[src/lbta_pkg.sv]
// Package of constants for the local bus transfer attribute block.
package lbta_pkg;
  localparam int          TC_W      = 4;
  localparam int          ADDR_W    = 32;
  localparam logic [1:0]  SIZ_WORD  = 2'h0;
  localparam logic [1:0]  SIZ_BYTE  = 2'h1;
  localparam logic [1:0]  SIZ_HALF  = 2'h2;
  localparam logic [1:0]  SIZ_LINE  = 2'h3;
  localparam logic [3:0]  LANES_ALL = 4'hf;
  localparam logic [3:0]  LANES_LO2 = 4'h3;
  localparam logic [3:0]  LANES_B0  = 4'h1;
  localparam logic [3:0]  TC_RST    = 4'h0;
  localparam logic [1:0]  SIZ_RST   = 2'h0;
endpackage

[src/lbta_core.sv]
// Transfer attribute driver and sampler for the local bus port.
`timescale 1ns/1ps
module lbta_core
  import lbta_pkg::*;
(
  input  wire logic              clk,
  input  wire logic              nrst,
  // Master side request from the internal channel.
  input  wire logic              mst_start,
  input  wire logic              mst_own,
  input  wire logic [ADDR_W-1:0] mst_addr,
  input  wire logic              mst_read,
  input  wire logic [1:0]        mst_size,
  input  wire logic [TC_W-1:0]   image_tc,
  // Pins.
  output logic [ADDR_W-1:0]      addr_o,
  output logic                   addr_oe_n,
  output logic [TC_W-1:0]        transfer_code_o,
  output logic                   transfer_code_oe_n,
  output logic                   transfer_start_n_o,
  output logic                   transfer_start_n_oe_n,
  output logic [1:0]             transfer_size_o,
  output logic                   transfer_size_oe_n,
  output logic                   rw_o,
  output logic                   rw_oe_n,
  input  wire logic [ADDR_W-1:0] addr_i,
  input  wire logic [TC_W-1:0]   transfer_code_i,
  input  wire logic              transfer_start_n_i,
  input  wire logic [1:0]        transfer_size_i,
  input  wire logic              rw_i,
  // Slave side results, then the master's lane enables.
  output logic                   slv_start,
  output logic [TC_W-1:0]        slv_tc,
  output logic [1:0]             slv_size,
  output logic                   slv_burst,
  output logic                   slv_read,
  output logic [3:0]             slv_lanes,
  output logic [3:0]             mst_lanes
);

  // ****************************************
  // Decoding
  // ****************************************
  // Size code 11 is a line burst on the slave side and reserved on the master side.
  function automatic logic is_line
  (
    input logic [1:0] size
  );
    return (size == SIZ_LINE);
  endfunction

  // ****************************************
  // Master drive
  // ****************************************
  logic [ADDR_W-1:0] addr_q;
  logic [TC_W-1:0]   tc_q;
  logic [1:0]        siz_q;
  logic              rw_q;
  logic              ts_q;
  logic              own_q;
  wire  logic [1:0]  siz_safe;
  wire  logic        mst_take;

  // A reserved request is forced to a word access rather than leaking 11 onto the bus.
  assign siz_safe = is_line(mst_size) ? SIZ_WORD : mst_size;
  // A start that arrives while the strobe is still low is dropped, so two
  // transfers never merge into one long strobe; the channel must wait a cycle.
  assign mst_take = mst_start && mst_own && !ts_q;

  // Address and attributes share one register stage, which keeps them aligned on the pins.
  // Direction resets to read, the harmless level if a pin is sampled before the first start.
  always_ff @(posedge clk or negedge nrst)
  begin
    if (!nrst)
    begin
      addr_q <= '0;
      tc_q   <= TC_RST;
      siz_q  <= SIZ_RST;
      rw_q   <= 1'b1;
      ts_q   <= 1'b0;
      own_q  <= 1'b0;
    end
    else
    begin
      own_q <= mst_own;
      ts_q  <= mst_take;
      if (mst_take)
      begin
        addr_q <= mst_addr;
        tc_q   <= image_tc;
        siz_q  <= siz_safe;
        rw_q   <= mst_read;
      end
    end
  end

  assign addr_o                = addr_q;
  assign transfer_code_o       = tc_q;
  assign transfer_size_o       = siz_q;
  assign rw_o                  = rw_q;
  assign transfer_start_n_o    = !ts_q;
  assign addr_oe_n             = !own_q;
  assign transfer_code_oe_n    = !own_q;
  assign transfer_size_oe_n    = !own_q;
  assign transfer_start_n_oe_n = !own_q;
  assign rw_oe_n               = !own_q;

  lbta_lanes u_mlanes
  (
    .size    (siz_q),
    .addr_lo (addr_q[1:0]),
    .lanes   (mst_lanes)
  );

  // ****************************************
  // Slave capture
  // ****************************************
  wire logic       ts_seen;
  wire logic       slv_line;
  wire logic [3:0] lanes_d;
  assign ts_seen = !transfer_start_n_i && !own_q;
  // Port width is not modelled: lanes always assume a full 32-bit port.
  assign slv_line = is_line(transfer_size_i);
  // Captured attributes hold until the next start, so the consumer may read them late.

  lbta_lanes u_slanes
  (
    .size    (transfer_size_i),
    .addr_lo (addr_i[1:0]),
    .lanes   (lanes_d)
  );

  always_ff @(posedge clk or negedge nrst)
  begin
    if (!nrst)
    begin
      slv_start <= 1'b0;
      slv_tc    <= TC_RST;
      slv_size  <= SIZ_RST;
      slv_burst <= 1'b0;
      slv_read  <= 1'b1;
      slv_lanes <= '0;
    end
    else
    begin
      slv_start <= ts_seen;
      if (ts_seen)
      begin
        slv_tc    <= transfer_code_i;
        slv_size  <= transfer_size_i;
        slv_burst <= slv_line;
        slv_read  <= rw_i;
        slv_lanes <= slv_line ? LANES_ALL : lanes_d;
      end
    end
  end

  // ****************************************
  // Checks
  // ****************************************
  // Properties triggered by a request or start look one edge past it because every attribute output is registered.
  a_start_one_cycle: assert property (@(posedge clk) disable iff (!nrst)
    !transfer_start_n_o |=> transfer_start_n_o)
    else $error("start strobe longer than one cycle");

  a_start_needs_take: assert property (@(posedge clk) disable iff (!nrst)
    !mst_take |=> transfer_start_n_o)
    else $error("start strobe without an accepted request");

  a_no_reserved_size: assert property (@(posedge clk) disable iff (!nrst)
    !transfer_size_oe_n |-> transfer_size_o != SIZ_LINE)
    else $error("master drove reserved size");

  a_tc_from_image: assert property (@(posedge clk) disable iff (!nrst)
    mst_take |=> transfer_code_o == $past(image_tc))
    else $error("transfer code differs from image");

  a_tc_with_addr: assert property (@(posedge clk) disable iff (!nrst)
    $changed(transfer_code_o) |-> $past(mst_take))
    else $error("transfer code moved without an address cycle");

  a_attr_hold: assert property (@(posedge clk) disable iff (!nrst)
    !mst_take |=> $stable(transfer_code_o) && $stable(transfer_size_o) &&
                  $stable(addr_o) && $stable(rw_o))
    else $error("attributes moved without an accepted request");

  a_slave_capture: assert property (@(posedge clk) disable iff (!nrst)
    ts_seen |=> slv_start && slv_tc == $past(transfer_code_i))
    else $error("slave transfer code not captured");

  a_slave_attrs: assert property (@(posedge clk) disable iff (!nrst)
    ts_seen |=> slv_size == $past(transfer_size_i) && slv_read == $past(rw_i))
    else $error("slave size or direction not captured");

  a_slave_ignored: assert property (@(posedge clk) disable iff (!nrst)
    (!transfer_start_n_i && own_q) |=> !slv_start)
    else $error("own start strobe captured as slave");

  a_line_burst: assert property (@(posedge clk) disable iff (!nrst)
    (ts_seen && transfer_size_i == SIZ_LINE) |=> slv_burst && slv_lanes == LANES_ALL)
    else $error("line size not taken as burst");

  a_slave_lanes: assert property (@(posedge clk) disable iff (!nrst)
    (ts_seen && transfer_size_i == SIZ_BYTE) |=> $onehot(slv_lanes))
    else $error("slave byte access must enable one lane");

  a_float_unowned: assert property (@(posedge clk) disable iff (!nrst)
    !mst_own |=> transfer_code_oe_n && transfer_size_oe_n && transfer_start_n_oe_n)
    else $error("attribute pins driven without ownership");

  a_drive_owned: assert property (@(posedge clk) disable iff (!nrst)
    mst_own |=> !transfer_code_oe_n && !transfer_size_oe_n && !transfer_start_n_oe_n)
    else $error("attribute pins floating while owned");

  a_rw_timing: assert property (@(posedge clk) disable iff (!nrst)
    mst_take |=> rw_o == $past(mst_read) && addr_o == $past(mst_addr))
    else $error("direction not timed with address");

  a_byte_lanes: assert property (@(posedge clk) disable iff (!nrst)
    transfer_size_o == SIZ_BYTE |-> $onehot(mst_lanes))
    else $error("byte access must enable one lane");
endmodule

[src/lbta_lanes.sv]
// Byte lane decoder for size code and low address bits.
`timescale 1ns/1ps
module lbta_lanes
  import lbta_pkg::*;
(
  input  wire logic [1:0] size,
  input  wire logic [1:0] addr_lo,
  output logic      [3:0] lanes
);
  // Lane 3 is the byte at address offset 0, big endian like the processor bus.
  wire logic [3:0] lanes_byte;
  wire logic [3:0] lanes_half;
  assign lanes_byte = 4'(LANES_B0 << (2'h3 - addr_lo));
  assign lanes_half = addr_lo[1] ? LANES_LO2 : 4'(LANES_LO2 << 2);
  assign lanes = (size == SIZ_BYTE) ? lanes_byte :
                 (size == SIZ_HALF) ? lanes_half : LANES_ALL;
endmodule

[config.mk]
export PLATFORM = sky130hd
export DESIGN_NAME = lbta_core
export DESIGN_NICKNAME = d
export VERILOG_FILES = /design/src/lbta_pkg.sv /design/src/lbta_core.sv /design/src/lbta_lanes.sv
export SDC_FILE = /design/constraint.sdc
export NUM_CORES = 1
export LEC_CHECK = 0
export CAP_MARGIN = 20
export CORE_MARGIN = 5
export CORE_UTILIZATION = 58
export DETAILED_ROUTE_END_ITERATION = 12
export DONT_BUFFER_PORTS = 1
export HOLD_SLACK_MARGIN = 0.05
export PLACE_DENSITY_LB_ADDON = 0.08
export SLEW_MARGIN = 10
export SYNTH_ARGS = -nofsm -noshare
export SYNTH_HDL_FRONTEND = slang
export SYNTH_SLANG_ARGS = --single-unit
[constraint.sdc]
create_clock -name clk -period 2.3 [get_ports clk]
set_input_delay 0.345 -clock clk [delete_from_list [all_inputs] [get_ports clk]]
set_output_delay 0.345 -clock clk [all_outputs]
set_load 0.005 [all_outputs]
# Word level (Yosys, flattened, before mapping)
# Index checks and enable logic that the tools add are counted.
[op_classes]
add_sub_neg = 2
eq_ne = 6
shift = 2
mux = 8
reduce_logical = 6
[ops]
columns = ["cell", "count"]
rows = [
  ["$mux W4", 7],
  ["$eq A2 B2 Y1 const B", 4],
  ["$shl A1 B2 Y4 const A", 2],
  ["$eq A2 B1 Y1 const B", 2],
  ["$sub A2 B2 Y2 const A", 2],
  ["$logic_and A1 B1 Y1", 3],
  ["$logic_not A1 Y1", 3],
  ["$mux W2", 1],
]
[word_totals]
reg_bits = 54
in_bits = 83
output_inout_bits = 62
elab_cells = 36

# Depth between registers and ports, before layout
[depth]
ltp_word = 4
ltp_mapped = 5
mapped_depth_nobuf = 4

# Cells and area by module
# A second synthesis with hierarchy kept.
[unflattened]
cells_unflattened = 140
hier_area_um2 = 2314.7
[by_module_without_submodules]
columns = ["module", "n_inst", "cells_per_inst", "area_each_um2", "seq_area_each_um2"]
rows = [
  ["lbta_core", 1, 124, 2214.6, 1353.8],
  ["lbta_lanes", 2, 8, 50.0, 0.0],
]

# Least setup slack after synthesis
# No wires, ideal clock.
[synth_path]
path_kind = "reg2out"
start = "reg siz_q[0] (netlist: transfer_size_o[0])"
end = "out mst_lanes[1]"
arrival_time_ps = 858
t_required_ps = 1955
path_slack_ps = 1097
stages_incl_launch_ff = 4
path_buffers = 0
path_cell_list = "dfrtp_1 xor2_1 nor2b_1 a21oi_1"
[synth_between]
elab_chain_len = 3
word_cells_on_any_way = 4
[synth_lines]
columns = ["element", "line", "text"]
rows = [
  ["from (decl)", "lbta_core.sv:57", "logic [1:0] siz_q;"],
  ["from (signal assigned)", "lbta_core.sv:91", "siz_q <= siz_safe;"],
  ["$eq A2 B2 Y1", "lbta_lanes.sv:16", "(size == SIZ_HALF) ? lanes_half : LANES_ALL;"],
  ["$mux W4", "lbta_lanes.sv:16", ""],
  ["$mux W4 (*)", "lbta_lanes.sv:15", "assign lanes = (size == SIZ_BYTE) ? lanes_byte :"],
  ["to (decl)", "lbta_core.sv:38", "output logic [3:0] mst_lanes"],
]
# Mark *: on every way between the ends. The rest lies on a longest branch, timed or not.

# Worst setup path after layout
[layout_path]
start = "reg siz_q[0] (netlist: transfer_size_o[0])"
end = "out mst_lanes[0]"
# The elaborated chain is that of the path after synthesis.

==> out/metrics.cfg <==
[critical_path]
crit_path_start_kind=register
worstPathArrival_ns=1.26
crit_required_ns=1.96
ff2ff_path_depth=2
critPathMaxFanout=4
critPathCaptureType=primary output
critical_path_class=reg2out

[routing]
via_count=1217
drt_wl_total_um=4020
dr.pass1.iters=4
antenna_left=0
drc=0
drt_iter0_drc=49
vias_per_cell=5.74
wl_per_cell_um=19.0

[pwr]
switchingPower_uw=507
comb_power_share_pct=11.5
peakVddDrop_mv=0.481
p_per_area_nw_per_um2=896
clockPowerShare_pct=29.0
power_leakage_uw=0.00106
p_sw_share_pct=24.6
p_int_uw=1560
seqPwrFrac_pct=59.4

[floorplan]
core_area_um2=3660
rows=22
start_util_pct=59.6
die_area_um2=5090
die_h_um=71.4
ioPinCount=145
die_w_um=71.4

[cts]
cts_max_path_buffers=2
h-tree-depth=2
cts_tree=yes
clock-sinks=54
cts_resized=0
cts_buffers=5
cts.reportedPaths.clkPinSlew_ns=0.09
clock-root-buffer=clkbuf_8
clk_latency_ns=0.30

[global_routing]
overflow=0
grt_pass1_wl_um=6330
track_usage_pct=15.8
grt_max_degree=55
grt_pass1_vias=1305
antenna_found_initial=0

[sta]
maxSlewHeadroom_pct=62.3
hold_viol=0
tns_ns=0
skew_ns=0.00579
rsz0062_at_grt=false
setup_viol=0
fmax_mhz=624
worst_pin_slew_ns=0.565
post-route-period-util_pct=69.7
layout_setup_ws_ns=0.697
drv_slew=0
min_period_ns=1.60

[yosys]
synth_fa_ha_area_share_pct=0
netlist_area_um2=2180
synth_top_family_by_area=multiplexers
syn_area_per_cell_um2=13.4
synthCells=163
syn-num-nets=246
synth-seq-cells=54
synth_xor_area_share_pct=0.401
synthMuxAreaShare_pct=19.6
synth_cell_types=22
synth-simple-area-share_pct=9.23
synth-compound-area-share_pct=3.55
yosysWarnings=0
ys_seq_area_share_pct=62.0

[min_path]
hold_path.class=in2reg
whs_path_depth=2

[finish]
area_growth_pct=5.56
diodes=0
fin_nets=246
fin_cells=212
layout-drive-gt1-share_pct=29.9

[placement]
dp_hpwl_um=2970
pre_cts_ws_ns=0.784
gp_congestion=0.735
port_buffers=0
place_inst=201

[job]
cap_violations=0

[outcome]
status=finished, final reports clean

-- worst paths after layout --
kind | start | to | slack (ns)
worst max-delay path | transfer_size_o[0] | mst_lanes[0] | 0.70
worst min-delay path | rw_i | slv_read | 0.13
worst max register to register | ts_q | addr_o[23] | 0.80
worst min register to register | slv_read | slv_read | 0.47
max in group asynchronous | nrst | rw_o | 1.46
min in group asynchronous | nrst | slv_lanes[1] | 0.56
-- cells in the mapped netlist --
cell	instances	area, µm²
a21oi_1	4	20.0
a22oi_1	1	7.51
buf_2	2	10.0
buf_4	4	30.0
clkbuf_8	4	55.1
clkinv_1	1	3.75
dfrtp_1	52	1300
dfstp_2	2	52.6
inv_1	4	15.0
mux2_2	34	383
mux2_4	3	45.0
nand2_1	29	109
nand2b_1	3	18.8
nand3b_1	1	7.51
nand3b_4	1	20.0
nor2_1	2	7.51
nor2b_1	4	25.0
nor3b_1	1	7.51
o21ai_0	7	35.0
o31ai_1	2	15.0
or2_1	1	6.26
xor2_1	1	8.76
-- final cells by class --
type / instances / area (µm²)
fillers: 288 / 1360
flip-flops and latches: 54 / 1350
multi-input cells: 94 / 716
clock buffers: 5 / 68.8
well taps: 48 / 60.1
repair buffers: 3 / 47.5
clock inverters: 3 / 40.0
inverters: 5 / 18.8
-- cells by family after synthesis --
kind of cell,after synthesis
simple gates,42
mux,37
compound gates,14
xor+xnor,1
flops,54
buf+inv,15
-- power groups by stage --
stage               logic [µW]  registers (µW)  clock network, µW
floorplan                  204            1210                  0
global placement           203            1250                  0
detailed placement         217            1250                  0
CTS                        242            1230                621
global route               269            1250                664
finish                     238            1230                600
-- per-layer routing --
metal | share of wire [%] | track usage (%)
met3 | 13 | 8.42
met1 | 34 | 16.4
met2 | 52 | 27.4
met5 | 0 | 0
met4 | 1.5 | 4.80
-- flip-flops by register name (all words and copies together), names as in the netlist --
register         flops
slv_size             2
transfer_size_o      2
addr_o              32
slv_tc               4
transfer_code_o      4
slv_lanes            4
rw_o                 1
ts_q                 1
slv_burst            1
slv_start            1
own_q                1
slv_read             1
-- cell usage in the layout, fill, tap and decap left out --
cell type and count:
dfrtp_1 52, mux2_2 34, nand2_1 29, o21ai_0 7
clkbuf_8 5, nor2b_1 4, a21oi_1 4, inv_1 4
mux2_4 3, nand2b_1 3, nor2_1 2, o31ai_1 2
clkinv_2 2, dlygate4sd3_1 2, dfstp_2 2, xor2_1 1
or2_1 1, clkinv_1 1, nand3b_4 1, a22oi_1 1
nand3b_1 1, nor3b_1 1, bufinv_16 1, buf_16 1
-- critical path, stage by stage (launching register included) --
cell and delay, ns:
dfrtp_1 0.42, xor2_1 0.25, nor2b_1 0.21, nor2_1 0.08
-- what timing repair did --
item / 4_1_cts / 5_1_grt
setup buffers: 0 / 0
hold buffers: 2 / 1
hold endpoints to repair: 54 / 1
-- metrics by stage --
step / total power (µW) / area [µm²] / utilization [%] / hold WS [ns]
after floorplan: 1410 / 2180 / - / 0.0494
after global placement: 1450 / 2150 / 58.7 / 0.0508
after detailed placement: 1470 / 2150 / 58.7 / 0.0507
after CTS: 2100 / 2290 / 62.7 / 0.0597
after global routing: 2180 / 2300 / 63.0 / 0.134
final: 2070 / 2300 / 63.0 / 0.135
Power figures use the tool's default switching activity.
